===== config.mk =====
export PLATFORM = sky130hd
export DESIGN_NAME = pmc_power_mgmt_control
export DESIGN_NICKNAME = d
export VERILOG_FILES = /design/src/pkg/pmc_pkg.sv /design/src/rtl/pmc_power_mgmt_control.sv
export SDC_FILE = /design/constraint.sdc
export NUM_CORES = 1
export LEC_CHECK = 0
export ABC_AREA = 1
export CORE_ASPECT_RATIO = 1.5
export CORE_MARGIN = 2
export CORE_UTILIZATION = 55
export DETAILED_ROUTE_END_ITERATION = 8
export DONT_BUFFER_PORTS = 1
export GPL_TIMING_DRIVEN = 0
export PLACE_DENSITY = 0.81
export SLEW_MARGIN = 10
export SYNTH_ARGS = -nofsm -noshare
export SYNTH_HDL_FRONTEND = slang
export SYNTH_SLANG_ARGS = --single-unit

===== constraint.sdc =====
create_clock -name ref_clk_in -period 1.87 [get_ports ref_clk_in]
set_input_delay 0.374 -clock ref_clk_in [delete_from_list [all_inputs] [get_ports ref_clk_in]]
set_output_delay 0.374 -clock ref_clk_in [all_outputs]
set_load 0.03 [all_outputs]

===== src/pkg/pmc_pkg.sv =====
package pmc_pkg;

    // ------------------------------------------------------------------
    // register map
    // ------------------------------------------------------------------
    localparam logic [11:0] PMC_ADDR_W_MSB_DUMMY = 12'h000;
    localparam logic [11:0] PMC_CTL_OFFSET       = 12'h014;

    // field positions of power_management_control
    localparam int PMC_REF_WAIT_DIS_BIT   = 15;
    localparam int PMC_CRYSTAL_SUSPEND_DISABLE_BIT  = 14;
    localparam int PMC_EEE_WAKE_EN_BIT    = 13;
    localparam int PMC_EEE_WAKE_STS_BIT   = 12;
    localparam int PMC_MAC_SOFT_RST_BIT   = 11;
    localparam int PMC_RES_CLR_STS_BIT    = 9;
    localparam int PMC_RES_CLR_EN_BIT     = 8;
    localparam int PMC_DEV_READY_BIT      = 7;

    // values after reset
    localparam logic PMC_REF_WAIT_DIS_RST  = 1'b0;
    localparam logic PMC_CRYSTAL_SUSPEND_DISABLE_RST = 1'b0;
    localparam logic PMC_EEE_WAKE_EN_RST   = 1'b0;
    localparam logic PMC_EEE_WAKE_STS_RST  = 1'b0;
    localparam logic PMC_MAC_SOFT_RST_RST  = 1'b0;
    localparam logic PMC_RES_CLR_STS_RST   = 1'b0;
    localparam logic PMC_RES_CLR_EN_RST    = 1'b1;
    localparam logic PMC_DEV_READY_RST     = 1'b0;

    // ------------------------------------------------------------------
    // timing
    // ------------------------------------------------------------------
    localparam int PMC_CLK_CYCLES_PER_MS = 100000;
    localparam int PMC_NETWORK_PHY_RESET_MIN_MS    = 4;
    localparam int PMC_NETWORK_PHY_RESET_EXT_MS    = 128;
    localparam int PMC_REF_SETTLE_MS     = 100;
    localparam int PMC_NETWORK_PHY_RESET_MIN_CYC   = PMC_NETWORK_PHY_RESET_MIN_MS * PMC_CLK_CYCLES_PER_MS;
    localparam int PMC_NETWORK_PHY_RESET_EXT_CYC   = PMC_NETWORK_PHY_RESET_EXT_MS * PMC_CLK_CYCLES_PER_MS;
    localparam int PMC_REF_SETTLE_CYC    = PMC_REF_SETTLE_MS * PMC_CLK_CYCLES_PER_MS;
    localparam int PMC_PHY_CNT_W         = 24;

endpackage


===== src/rtl/pmc_power_mgmt_control.sv =====
`timescale 1ns/1ps
// Notes on behaviour
// - Reference-wait-disable set keeps analog reference on during PHY reset.
// - Reference-wait-disable and crystal-suspend-disable survive system resets under reset protection; power-on reset clears them.
// - Crystal-suspend-disable set keeps oscillator running in deep suspend and state_a.
// - EEE wake enable lets EEE wake status act as a wakeup event.
// - Remote resume completion clears EEE wake enable when resume-clears-enables set.
// - EEE activity sets EEE wake status regardless of its enable.
// - EEE wake status readable; software clears it by writing one.
// - MAC soft reset bit holds MAC receive and transmit domains in reset.
// - MAC domain resets release only when their clocks are running.
// - Remote resume with resume-clears-status clears listed wake status flags.
// - Same resume also clears general wake status bit 1 and EEE status.
// - Host-initiated resumes leave every wake status unchanged.
// - Resume-clears-status clear keeps all wake statuses after any resume.
// - Remote resume with resume-clears-enables clears all wake enables; resets to one.
// - Host-initiated resumes never clear wake enables.
// - Read-only device ready shows one only when ready; resets to zero.
// - PHY reset held at least 4 ms, stretched to 128 ms by reference wait.
// - Device ready stays low during PHY reset and configuration loading.
module pmc_power_mgmt_control
    import pmc_pkg::*;
#(
    parameter int unsigned NETWORK_PHY_RESET_MIN_CYCLES = PMC_NETWORK_PHY_RESET_MIN_CYC,
    parameter int unsigned NETWORK_PHY_RESET_EXT_CYCLES = PMC_NETWORK_PHY_RESET_EXT_CYC,
    parameter int unsigned REF_SETTLE_CYCLES  = PMC_REF_SETTLE_CYC
) (
    // clock and resets
    input  wire logic        ref_clk_in,
    input  wire logic        sys_rst_in,
    input  wire logic        por_rst_in,
    input  wire logic        rst_protect_in,
    // register port
    input  wire logic [11:0] reg_addr_in,
    input  wire logic [31:0] reg_wdata_in,
    input  wire logic        reg_wr_in,
    input  wire logic        reg_rd_in,
    output logic      [31:0] reg_rdata_out,
    // device events
    input  wire logic        phy_reset_req_in,
    input  wire logic        config_loading_in,
    input  wire logic        eee_wake_event_in,
    input  wire logic        resume_done_in,
    input  wire logic        resume_remote_in,
    input  wire logic        osc_off_req_in,
    // mac clock status from the mac domains
    input  wire logic        mac_rx_clk_running_in,
    input  wire logic        mac_tx_clk_running_in,
    // controls out
    output logic             phy_reset_out,
    output logic             ana_ref_enable_out,
    output logic             crystal_enable_out,
    output logic             eee_wake_request_out,
    output logic             wake_status_clear_out,
    output logic             wake_enable_clear_out,
    output logic             mac_rx_reset_out,
    output logic             mac_tx_reset_out
);

    // ------------------------------------------------------------------
    // elaboration checks
    // ------------------------------------------------------------------
    initial begin
        if (NETWORK_PHY_RESET_MIN_CYCLES < 1 || NETWORK_PHY_RESET_EXT_CYCLES < NETWORK_PHY_RESET_MIN_CYCLES ||
            NETWORK_PHY_RESET_EXT_CYCLES >= (1 << PMC_PHY_CNT_W) ||
            REF_SETTLE_CYCLES > NETWORK_PHY_RESET_EXT_CYCLES) begin
            $error("pmc_power_mgmt_control: unusable reset timing parameters");
        end
    end

    localparam logic [PMC_PHY_CNT_W-1:0] MIN_LAST =
        PMC_PHY_CNT_W'(NETWORK_PHY_RESET_MIN_CYCLES - 1);
    localparam logic [PMC_PHY_CNT_W-1:0] EXT_LAST =
        PMC_PHY_CNT_W'(NETWORK_PHY_RESET_EXT_CYCLES - 1);
    localparam logic [PMC_PHY_CNT_W-1:0] REF_OFF_END =
        PMC_PHY_CNT_W'(NETWORK_PHY_RESET_EXT_CYCLES - REF_SETTLE_CYCLES);

    function automatic logic reg_hit(input logic [11:0] addr);
        reg_hit = (addr == PMC_CTL_OFFSET);
    endfunction

    // ------------------------------------------------------------------
    // state
    // ------------------------------------------------------------------
    logic                     ref_wait_dis_q;
    logic                     crystal_suspend_disable_q;
    logic                     eee_wake_en_q;
    logic                     eee_wake_sts_q;
    logic                     mac_soft_rst_q;
    logic                     res_clr_sts_q;
    logic                     res_clr_en_q;
    logic                     dev_ready_q;
    logic                     network_phy_reset_q;
    logic                     ref_mode_q;
    logic [PMC_PHY_CNT_W-1:0] phy_cnt_q;
    logic                     ana_ref_q;
    logic                     xtal_en_q;
    logic                     eee_req_q;
    logic                     sts_clr_q;
    logic                     en_clr_q;
    logic                     rx_run_s1_q;
    logic                     rx_run_s2_q;
    logic                     tx_run_s1_q;
    logic                     tx_run_s2_q;
    logic                     mac_rx_rst_q;
    logic                     mac_tx_rst_q;
    logic [31:0]              rdata_q;

    logic wr_hit;
    logic remote_resume;
    logic phy_done;
    logic protect_rst;

    assign wr_hit        = reg_wr_in && reg_hit(reg_addr_in);
    assign remote_resume = resume_done_in && resume_remote_in;
    assign phy_done      = network_phy_reset_q && (phy_cnt_q == (ref_mode_q ? MIN_LAST : EXT_LAST));
    assign protect_rst   = por_rst_in || (sys_rst_in && !rst_protect_in);

    // ------------------------------------------------------------------
    // protected configuration bits
    // ------------------------------------------------------------------
    // reset protection
    always_ff @(posedge ref_clk_in) begin
        if (protect_rst) begin
            ref_wait_dis_q  <= PMC_REF_WAIT_DIS_RST;
            crystal_suspend_disable_q <= PMC_CRYSTAL_SUSPEND_DISABLE_RST;
        end else if (wr_hit) begin
            ref_wait_dis_q  <= reg_wdata_in[PMC_REF_WAIT_DIS_BIT];
            crystal_suspend_disable_q <= reg_wdata_in[PMC_CRYSTAL_SUSPEND_DISABLE_BIT];
        end
    end

    // ------------------------------------------------------------------
    // plain control bits
    // ------------------------------------------------------------------
    always_ff @(posedge ref_clk_in) begin
        if (sys_rst_in) begin
            mac_soft_rst_q <= PMC_MAC_SOFT_RST_RST;
            res_clr_sts_q  <= PMC_RES_CLR_STS_RST;
            res_clr_en_q   <= PMC_RES_CLR_EN_RST;
        end else if (wr_hit) begin
            mac_soft_rst_q <= reg_wdata_in[PMC_MAC_SOFT_RST_BIT];
            res_clr_sts_q  <= reg_wdata_in[PMC_RES_CLR_STS_BIT];
            res_clr_en_q   <= reg_wdata_in[PMC_RES_CLR_EN_BIT];
        end
    end

    // ------------------------------------------------------------------
    // eee wake enable and status
    // ------------------------------------------------------------------
    always_ff @(posedge ref_clk_in) begin
        if (sys_rst_in) begin
            eee_wake_en_q <= PMC_EEE_WAKE_EN_RST;
        end else if (remote_resume && res_clr_en_q) begin
            eee_wake_en_q <= 1'b0;
        end else if (wr_hit) begin
            eee_wake_en_q <= reg_wdata_in[PMC_EEE_WAKE_EN_BIT];
        end
    end

    always_ff @(posedge ref_clk_in) begin
        if (sys_rst_in) begin
            eee_wake_sts_q <= PMC_EEE_WAKE_STS_RST;
        end else if (eee_wake_event_in) begin
            eee_wake_sts_q <= 1'b1;
        end else if (remote_resume && res_clr_sts_q) begin
            eee_wake_sts_q <= 1'b0;
        end else if (wr_hit && reg_wdata_in[PMC_EEE_WAKE_STS_BIT]) begin
            eee_wake_sts_q <= 1'b0;
        end
    end

    always_ff @(posedge ref_clk_in) begin
        if (sys_rst_in) begin
            eee_req_q <= 1'b0;
        end else begin
            eee_req_q <= eee_wake_sts_q && eee_wake_en_q;
        end
    end

    // ------------------------------------------------------------------
    // resume side effects on the wake control registers
    // ------------------------------------------------------------------
    always_ff @(posedge ref_clk_in) begin
        if (sys_rst_in) begin
            sts_clr_q <= 1'b0;
            en_clr_q  <= 1'b0;
        end else begin
            sts_clr_q <= remote_resume && res_clr_sts_q;
            en_clr_q  <= remote_resume && res_clr_en_q;
        end
    end

    // ------------------------------------------------------------------
    // phy reset timer and analog reference
    // ------------------------------------------------------------------
    // minimum and stretched hold
    always_ff @(posedge ref_clk_in) begin
        if (sys_rst_in) begin
            network_phy_reset_q  <= 1'b0;
            ref_mode_q <= 1'b0;
            phy_cnt_q  <= '0;
        end else if (!network_phy_reset_q) begin
            if (phy_reset_req_in) begin
                network_phy_reset_q  <= 1'b1;
                ref_mode_q <= ref_wait_dis_q;
                phy_cnt_q  <= '0;
            end
        end else if (phy_done) begin
            network_phy_reset_q <= 1'b0;
            phy_cnt_q <= '0;
        end else begin
            phy_cnt_q <= phy_cnt_q + 1'b1;
        end
    end

    // reference off only without wait disable
    always_ff @(posedge ref_clk_in) begin
        if (sys_rst_in) begin
            ana_ref_q <= 1'b1;
        end else begin
            ana_ref_q <= !(network_phy_reset_q && !ref_mode_q && (phy_cnt_q < REF_OFF_END));
        end
    end

    always_ff @(posedge ref_clk_in) begin
        if (sys_rst_in) begin
            xtal_en_q <= 1'b1;
        end else begin
            xtal_en_q <= crystal_suspend_disable_q || !osc_off_req_in;
        end
    end

    always_ff @(posedge ref_clk_in) begin
        if (sys_rst_in) begin
            dev_ready_q <= PMC_DEV_READY_RST;
        end else begin
            dev_ready_q <= !network_phy_reset_q && !phy_reset_req_in && !config_loading_in;
        end
    end

    // ------------------------------------------------------------------
    // mac domain resets
    // ------------------------------------------------------------------
    always_ff @(posedge ref_clk_in) begin
        if (sys_rst_in) begin
            rx_run_s1_q <= 1'b0;
            rx_run_s2_q <= 1'b0;
            tx_run_s1_q <= 1'b0;
            tx_run_s2_q <= 1'b0;
        end else begin
            rx_run_s1_q <= mac_rx_clk_running_in;
            rx_run_s2_q <= rx_run_s1_q;
            tx_run_s1_q <= mac_tx_clk_running_in;
            tx_run_s2_q <= tx_run_s1_q;
        end
    end

    always_ff @(posedge ref_clk_in) begin
        if (sys_rst_in) begin
            mac_rx_rst_q <= 1'b1;
            mac_tx_rst_q <= 1'b1;
        end else begin
            mac_rx_rst_q <= mac_soft_rst_q || (mac_rx_rst_q && !rx_run_s2_q);
            mac_tx_rst_q <= mac_soft_rst_q || (mac_tx_rst_q && !tx_run_s2_q);
        end
    end

    // ------------------------------------------------------------------
    // read data
    // ------------------------------------------------------------------
    // reserved bits read zero
    always_ff @(posedge ref_clk_in) begin
        if (sys_rst_in) begin
            rdata_q <= 32'h0000_0000;
        end else if (reg_rd_in && reg_hit(reg_addr_in)) begin
            rdata_q <= 32'h0000_0000;
            rdata_q[PMC_REF_WAIT_DIS_BIT]  <= ref_wait_dis_q;
            rdata_q[PMC_CRYSTAL_SUSPEND_DISABLE_BIT] <= crystal_suspend_disable_q;
            rdata_q[PMC_EEE_WAKE_EN_BIT]   <= eee_wake_en_q;
            rdata_q[PMC_EEE_WAKE_STS_BIT]  <= eee_wake_sts_q;
            rdata_q[PMC_MAC_SOFT_RST_BIT]  <= mac_soft_rst_q;
            rdata_q[PMC_RES_CLR_STS_BIT]   <= res_clr_sts_q;
            rdata_q[PMC_RES_CLR_EN_BIT]    <= res_clr_en_q;
            rdata_q[PMC_DEV_READY_BIT]     <= dev_ready_q;
        end else begin
            rdata_q <= 32'h0000_0000;
        end
    end

    assign reg_rdata_out         = rdata_q;
    assign phy_reset_out         = network_phy_reset_q;
    assign ana_ref_enable_out    = ana_ref_q;
    assign crystal_enable_out    = xtal_en_q;
    assign eee_wake_request_out  = eee_req_q;
    assign wake_status_clear_out = sts_clr_q;
    assign wake_enable_clear_out = en_clr_q;
    assign mac_rx_reset_out      = mac_rx_rst_q;
    assign mac_tx_reset_out      = mac_tx_rst_q;
endmodule


-- Word level (Yosys, flattened, before mapping)
Index checks and enable logic that the tools add are counted.
- register bits: 77
- input port bits: 58
- output and inout bits: 40
- logic and storage cells: 73
- add/sub/neg operators: 1
- order comparisons: 1
- equal/unequal tests: 2
- mux-type cells: 10
- bitwise logic cells: 2
- reduce and logical (&&, ||, !) cells: 33
- operator list (cell ; count):
    2-to-1 mux 24 bit ; 4
    adder 24 x 1 -> 24 bit, second input constant ; 1
    == test 24 bit ; 1
    < comparator 24 x 22 -> 1 bit, second input constant ; 1
    logical AND 1 bit ; 15
    == test 12 x 5 -> 1 bit, second input constant ; 1
    logical NOT 1 bit ; 9
    2-to-1 mux 1 bit ; 6
    logical OR 1 bit ; 4
    OR reduction 2 bit ; 2
    nonzero test 3 bit ; 1
    inverter 1 bit ; 2
    AND reduction 2 bit ; 1
    nonzero test 2 bit ; 1

-- Longest topological paths before layout
Gate-level depths: netlist (run 1).
- word-level depth: 6
- mapped depth: 10

-- Least setup slack after synthesis (run 1)
No wires, ideal clock.
- path type: register -> register
- start: register network_phy_reset_q (netlist: phy_reset_out)
- end: register phy_cnt_q[9]
- library setup time: 0.120 ns
- data arrival time: 1.334 ns
- data required time: 1.750 ns
- slack: 0.416 ns
- cell stages (with the launch flop): 8
- period minus slack after synthesis: 1.454 ns
- cell sequence: dfxtp_1 > nor2_2 > nor2_1 > inv_1 > nor2_1 > nand2_1 > xor2_1 > a21oi_2
- cells in the longest elaborated chain, start to end: 3
- elaborated cells on any way between the ends: 4
- RTL lines (what ; line ; RTL):
    start, declared ; pmc_power_mgmt_control.sv:93 ; logic network_phy_reset_q;
    start signal, assigned ; pmc_power_mgmt_control.sv:200 ; network_phy_reset_q <= 1'b0;
    start signal, assigned ; pmc_power_mgmt_control.sv:205 ; network_phy_reset_q <= 1'b1;
    start signal, assigned ; pmc_power_mgmt_control.sv:210 ; network_phy_reset_q <= 1'b0;
    logical AND 1 bit ; pmc_power_mgmt_control.sv:116 ; assign phy_done = network_phy_reset_q && (phy_cnt_q == (ref_mode_q ? MIN_LAST : EXT_LAST));
    2-to-1 mux 24 bit ; pmc_power_mgmt_control.sv:209 ; end else if (phy_done) begin
    2-to-1 mux 24 bit ; pmc_power_mgmt_control.sv:203 ; end else if (!network_phy_reset_q) begin
    end signal, assigned ; pmc_power_mgmt_control.sv:213 ; phy_cnt_q <= phy_cnt_q + 1'b1;
    end, declared ; pmc_power_mgmt_control.sv:95 ; logic [PMC_PHY_CNT_W-1:0] phy_cnt_q;
Parallel ways exist; a longest one is shown, timed or not.
A chain may end at the register's enable or synchronous reset.

-- Final worst setup path (run 1)
- start: register network_phy_reset_q (netlist: phy_reset_out)
- end: register phy_cnt_q[12]
The elaborated chain is that of the path after synthesis.

==> results of run 1 <==
-- power by group --
part           internal (µW)  total [µW]  switching [µW]
Sequential              1150        1180            32.6
Combinational           67.0         210             143
Clock                    281         709             428
-- critical path: stages (launching register included) --
cell     delay (ns)
dfxtp_1        0.51
nor2_2         0.37
inv_1          0.09
nor2_2         0.28
inv_2          0.20
o22ai_1        0.18
-- final cells by class --
cell class | instances | area share
buffer | 31 | 0.0766
clock buffer | 5 | 0.0229
clock inverter | 3 | 0.00958
inverter | 51 | 0.0637
multi-input combinational | 275 | 0.447
sequential | 53 | 0.353
tap | 66 | 0.0275
-- synth_stat cells, types with 2 or more instances --
| cell | n |
|---|---|
| xnor2_1 | 4 |
| o21ai_1 | 4 |
| nor2_4 | 3 |
| o21ai_2 | 3 |
| nand3_1 | 27 |
| nand3_2 | 2 |
| nand2_2 | 4 |
| nor3_1 | 6 |
| xor2_1 | 6 |
| nor2_1 | 52 |
| o21ai_0 | 19 |
| a21oi_1 | 8 |
| inv_2 | 3 |
| nor2_2 | 6 |
| dfxtp_1 | 53 |
| buf_2 | 3 |
| nand2_1 | 80 |
| nand4_1 | 9 |
| a21oi_2 | 7 |
| o22ai_1 | 4 |
| inv_1 | 48 |
| clkbuf_1 | 2 |
| buf_4 | 25 |
-- cells by family (layout without fill, tap and decap cells) --
logic type      Yosys count  in the layout  synth area share
simple gates            192            192             0.315
buf+inv                  82             90             0.154
flops                    53             53             0.387
compound gates           48             48             0.106
xor+xnor                 10             10            0.0320
fa+ha+maj                 1              1           0.00457
other cells               1             24           0.00137
-- through the flow --
step / power [µW] / hold slack [ns] / area (µm²)
2_1_floorplan: 1390 / 0.388 / 2830
3_3_place_gp: 1410 / 0.390 / 2910
3_5_place_dp: 1420 / 0.395 / 2910
4_1_cts: 2110 / 0.117 / 3010
5_1_grt: 2160 / 0.113 / 3010
6_report: 2100 / 0.122 / 3010
-- worst paths after layout --
check	startpoint	endpoint	depth (start not counted)
worst max-delay path	phy_reset_out	phy_cnt_q[12]	5
worst min-delay path	config_loading_in	dev_ready_q	1
worst max register to register	phy_reset_out	phy_cnt_q[12]	5
worst min register to register	tx_run_s1_q	tx_run_s2_q	2
-- layer usage --
metal | global-route usage | part of all wire
met1 | 0.255 | 0.38
met2 | 0.395 | 0.52
met3 | 0.0458 | 0.063
met4 | 0.126 | 0.043
met5 | 0 | 0
==> results by group, run 1 <==
Route
  – WL/cell: 12.2 µm
  – Post-route ant nets: 0
  – Residual DRC: 0
  – Drt pass-1 iters: 4
  – DR iter-0 viols: 57
  – Vias per std cell: approximately 5
  – Final wirelength: slightly below 6 mm
  – Via count: roughly 2400

Clock network
  – Post-CTS Resized: 0
  – Cts hold-fix bufs: 0
  – Longest Clk Path Bufs: 2
  – Num CTS Buffers: 5
  – Number of H-tree levels: 2
  – Setup Buffers After CTS: 0
  – CTS tree: built
  – Clock latency on the worst-skew pair: about 0.32 ns
  – Clk sinks: 53
  – Reg clk slew, reported paths: 0.11 ns
  – Clock root buffer: clkbuf_8

Global route
  – First-pass GRT wire length: between 9 and 10 mm
  – Overall routing resource usage: 0.232
  – Gr ovfl total: 0
  – Initial antenna violation count: 0
  – Vias in the first global route: approximately 2300
  – Largest net degree at the start of global routing: 20

Final layout
  – Most frequent cells in the layout: 80 x nand2_1, 53 x dfxtp_1, 52 x nor2_1
  – Synth-to-Final Area Change: 9.73%
  – Most flop-heavy register: phy_cnt_q
  – N_diodes: 0
  – Finished Layout Cells: slightly below 500
  – Filler Cell Count: about 460
  – Share of cells above drive strength 1: 0.160
  – Multi-input logic area: ~1300 µm²
  – NumNets Final: roughly 480
  – Final core utilization: 0.625
  – Most common cell after layout, fill and taps aside: nand2_1
  – Register area: 1060 µm²
  – Max FFs per register: 24

Logic synthesis
  – Post-synth top area share: 0.387
  – Mapped Cells: a little under 400
  – Synth area leader: dfxtp_1
  – Number of synthesized flops with an enable pin: 0
  – Ys async rst share: 0
  – Most used DFF post-synth: dfxtp_1
  – Cell area after synthesis: 2740 µm²
  – Synth Warn #: 0
  – Seq/Total Area, Yosys: 0.387
  – Ranking of synthesized cells by area: dfxtp_1 39%, nand2_1 11%, nor2_1 7.1%
  – Seq cells post-synth: between 50 and 60
  – Avg Cell Area, Syn: 7.08 µm²
  – Unique masters post-synth: 32

Critical path
  – Critical Path End Type: flop
  – Required time worst endpoint: approximately 2.1 ns
  – Max FO, Critical Path: 10
  – Startpoint types: flop
  – Reg2Reg Setup Slack: around 0.15 ns
  – Data arrival time of the critical path: 1.96 ns
  – Worst setup path category: flop to flop

STA
  – Final setup skew: between 0.01 and 0.015 ns
  – FMAX: between 0.5 and 0.6 GHz
  – Final worst slack: 0.147 ns
  – Slew margin rel.: 0.615
  – Worst Tran Pin Value: 0.576 ns
  – Final Cycle Share: 0.921
  – Post-layout min period: between 1.5 and 2 ns
  – Final Setup Violations: 0
  – Final setup TNS: 0 ns
  – Slew Limit Fails: 0
  – Final Hold Viols: 0
  – Unrepaired setup endpoints after global routing: no

Die
  – Initial Util: 0.569
  – Chip width: 61.6 µm
  – Top Ports: between 90 and 100
  – FP Rows: 31
  – Die area: 5570 µm²
  – Core area: between 4000 and 5000 µm²
  – Die Y: around 90 µm

Pwr
  – Cell leakage power: 0.00124 µW
  – VDD IR max: around 0.63 mV
  – Pwr/cell area: between 600 and 700 nW/µm²

Run
  – Max-cap check violation count: 0

Placement
  – Place WS: 0.165 ns
  – HPWL after DPL: around 4.6 mm
  – Placed insts: ~480
  – GP Congestion: 0.903
  – Port Buffer Count: 0

Hold path
  – Hold WC Path Type: primary input to flop

Status
  – Status: finished clean
Power figures use the tool's default switching activity.
==> run 2, diff against run 1 <==
Settings changed: PLACE_DENSITY 0.81 to 0.84.
Clock period 1.87 ns to 1.46 ns, I/O delays scaled along.
==> run 2 against run 1 <==
  * The flow now finishes with violations (negative setup slack)
  * Combinational power increased by 58%
  * Final cell count increased by 3.7%
  * Critical endpoint is now phy_cnt_q[21]
  * Critical path depth increased by 2
  * Critical path type unchanged
  * Global-route usage increased by 1.2 points
==> results by group, run 2 (synthesis results as in run 1) <==
Status
  – Status: finished, violations left
  – Failing checks: negative setup slack

Final layout
  – Most frequent cells in the layout: 76 x nand2_1, 48 x nor2_1, 45 x inv_1
  – Most flop-heavy register: phy_cnt_q
  – Max FFs per register: 24
  – N_diodes: 0
  – NumNets Final: 494
  – Synth-to-Final Area Change: 21.7%
  – Most common cell after layout, fill and taps aside: nand2_1
  – Share of cells above drive strength 1: 0.284

STA
  – Final Cycle Share: 1.04
  – Unrepaired setup endpoints after global routing: yes
  – Final Setup Violations: 8
  – Final setup TNS: -0.163 ns
  – Final Hold Viols: 0
  – Slew Limit Fails: 0
  – Final worst slack: -0.0627 ns
  – FMAX: 0.657 GHz
  – Final setup skew: 0.0139 ns
  – Post-layout min period: about 1.5 ns

Hold path
  – Hold WC Path Type: primary input to flop
  – Hold wc startpoint: config_loading_in
  – Hold path depth: 1
  – Hold EP: dev_ready_q

Die
  – Core area: a little under 5000 µm²
  – Initial Util: 0.569
  – Die Y: 90.4 µm
  – Chip width: 61.6 µm
  – Die area: around 5600 µm²
  – FP Rows: 31
  – Top Ports: 98

Critical path
  – Startpoint types: flop
  – Number of cells on the critical path: 7
  – Max FO, Critical Path: 7
  – R2R cell count: 7
  – Top Family by Delay on Critical Path: simple AND/OR/NAND/NOR gates
  – CP peak stage delay: 0.42 ns
  – Reg2Reg Setup Slack: -0.06 ns
  – Crit-path most repeated cell: nand2_1
  – Critical Path End Type: flop
  – Worst reg2reg endpoint: phy_cnt_q[21]
  – Crit Reg-Reg Startpoint: phy_cnt_q[12]
  – Required time worst endpoint: 1.69 ns
  – Worst setup path category: flop to flop
  – CP Cell Sequence: nand2_1, nor2_1, nand2_1, nor2_1, nand2_1, xor2_1, o21ai_2
  – Data arrival time of the critical path: between 1.5 and 2 ns
  – Crit path buf inv count: 0
  – CP max stage cell: dfxtp_2

Global route
  – Gr ovfl total: 0
  – Vias in the first global route: approximately 2400
  – Initial antenna violation count: 0
  – First-pass GRT wire length: between 10 and 15 mm
  – Largest net degree at the start of global routing: 20
  – Overall routing resource usage: 0.244

Pwr
  – Cell-internal power: between 1500 and 2000 µW
  – Pwr/cell area: between 800 and 900 nW/µm²
  – Clock Power Share: 0.333
  – Combinational share of power: 0.120
  – Design Power: 2760 µW
  – Sequential Power Share: 0.547
  – P_sw: between 800 and 900 µW
  – Switching Share: 0.296
  – Cell leakage power: approximately 0.0014 µW
  – VDD IR max: approximately 0.73 mV

Route
  – Drt pass-1 iters: 5
  – Post-route ant nets: 0
  – WL/cell: 14.5 µm
  – Max layer used: met4
  – Via count: between 2000 and 3000
  – Vias per std cell: around 5.3
  – Met2 WL: between 3 and 4 mm
  – M1 wire length: 2.58 mm
  – Final wirelength: 7.26 mm
  – Residual DRC: 0
  – Routed length on met3: 546 µm
  – DR iter-0 viols: between 150 and 200

Clock network
  – Num CTS Buffers: 5
  – CTS tree: built
  – Number of H-tree levels: 2
  – Clock latency on the worst-skew pair: around 0.33 ns
  – Longest Clk Path Bufs: 2
  – Clk sinks: 53
  – Reg clk slew, reported paths: about 0.11 ns
  – Clock root buffer: clkbuf_8

Run
  – Max-cap check violation count: 0

Placement
  – Port Buffer Count: 0
  – GP Congestion: 0.909
  – HPWL after DPL: 4.57 mm
[run 2: per-stage QoR]
step,area (µm²),worst slack [ns],util,hold WS (ns),cells
3_5_place_dp,2910,-0.250,0.605,0.367,476
4_1_cts,3100,-0.0166,0.645,0.0316,491
3_3_place_gp,2910,-0.210,0.605,0.366,476
6_report,3330,-0.0627,0.693,0.0281,502
2_1_floorplan,2830,0.00599,-,0.364,410
5_1_grt,3330,-0.332,0.693,0.0249,502
[run 2: worst register-to-register path: stages, from the launching register on]
cell	delay [ns]
dfxtp_2	0.42
nand2_1	0.09
nor2_1	0.19
nand2_1	0.16
nor2_1	0.17
nand2_1	0.12
xor2_1	0.20
o21ai_2	0.08
[run 2: cell type report]
cell class	count	area (µm²)
Tap cell	66	82.6
Sequential cell	53	1110
Inverter	51	191
Multi-Input combinational cell	275	1450
Clock buffer	5	68.8
Fill cell	399	1480
Buffer	31	249
Clock inverter	3	28.8
Timing Repair Buffer	18	160
[run 2: repair_timing]
action / 4_1_cts / 5_1_grt
cloned: 0 / 1
pin swaps: 1 / 13
setup endpoints to repair: 25 / 25
hold buffers: 0 / 0
resized for setup: 12 / 59
buffers inserted: 7 / 10
[run 2: worst max-delay path by stage]
stage / from / end / slack (ns)
finish: phy_cnt_q[12] / phy_cnt_q[21] / -0.06
floorplan: phy_reset_out / phy_cnt_q[9] / 0.006
global placement: phy_reset_out / phy_cnt_q[13] / -0.21
detailed placement: phy_cnt_q[0] / phy_cnt_q[5] / -0.25
global route: phy_cnt_q[12] / phy_cnt_q[21] / -0.33
CTS: phy_cnt_q[0] / phy_cnt_q[5] / -0.02
[run 2: power groups by stage]
stage / Combinational [µW] / Clock (µW) / Sequential, µW
6_report: 331 / 920 / 1510
5_1_grt: 358 / 967 / 1510
4_1_cts: 289 / 906 / 1520
3_5_place_dp: 267 / 0 / 1550
3_3_place_gp: 264 / 0 / 1550
2_1_floorplan: 235 / 0 / 1540
[run 2: metal layers]
metal	global-route usage	vias up
met4	0.115	0
met5	0	-
li1	-	1273
met3	0.0530	36
met2	0.442	150
met1	0.248	1217
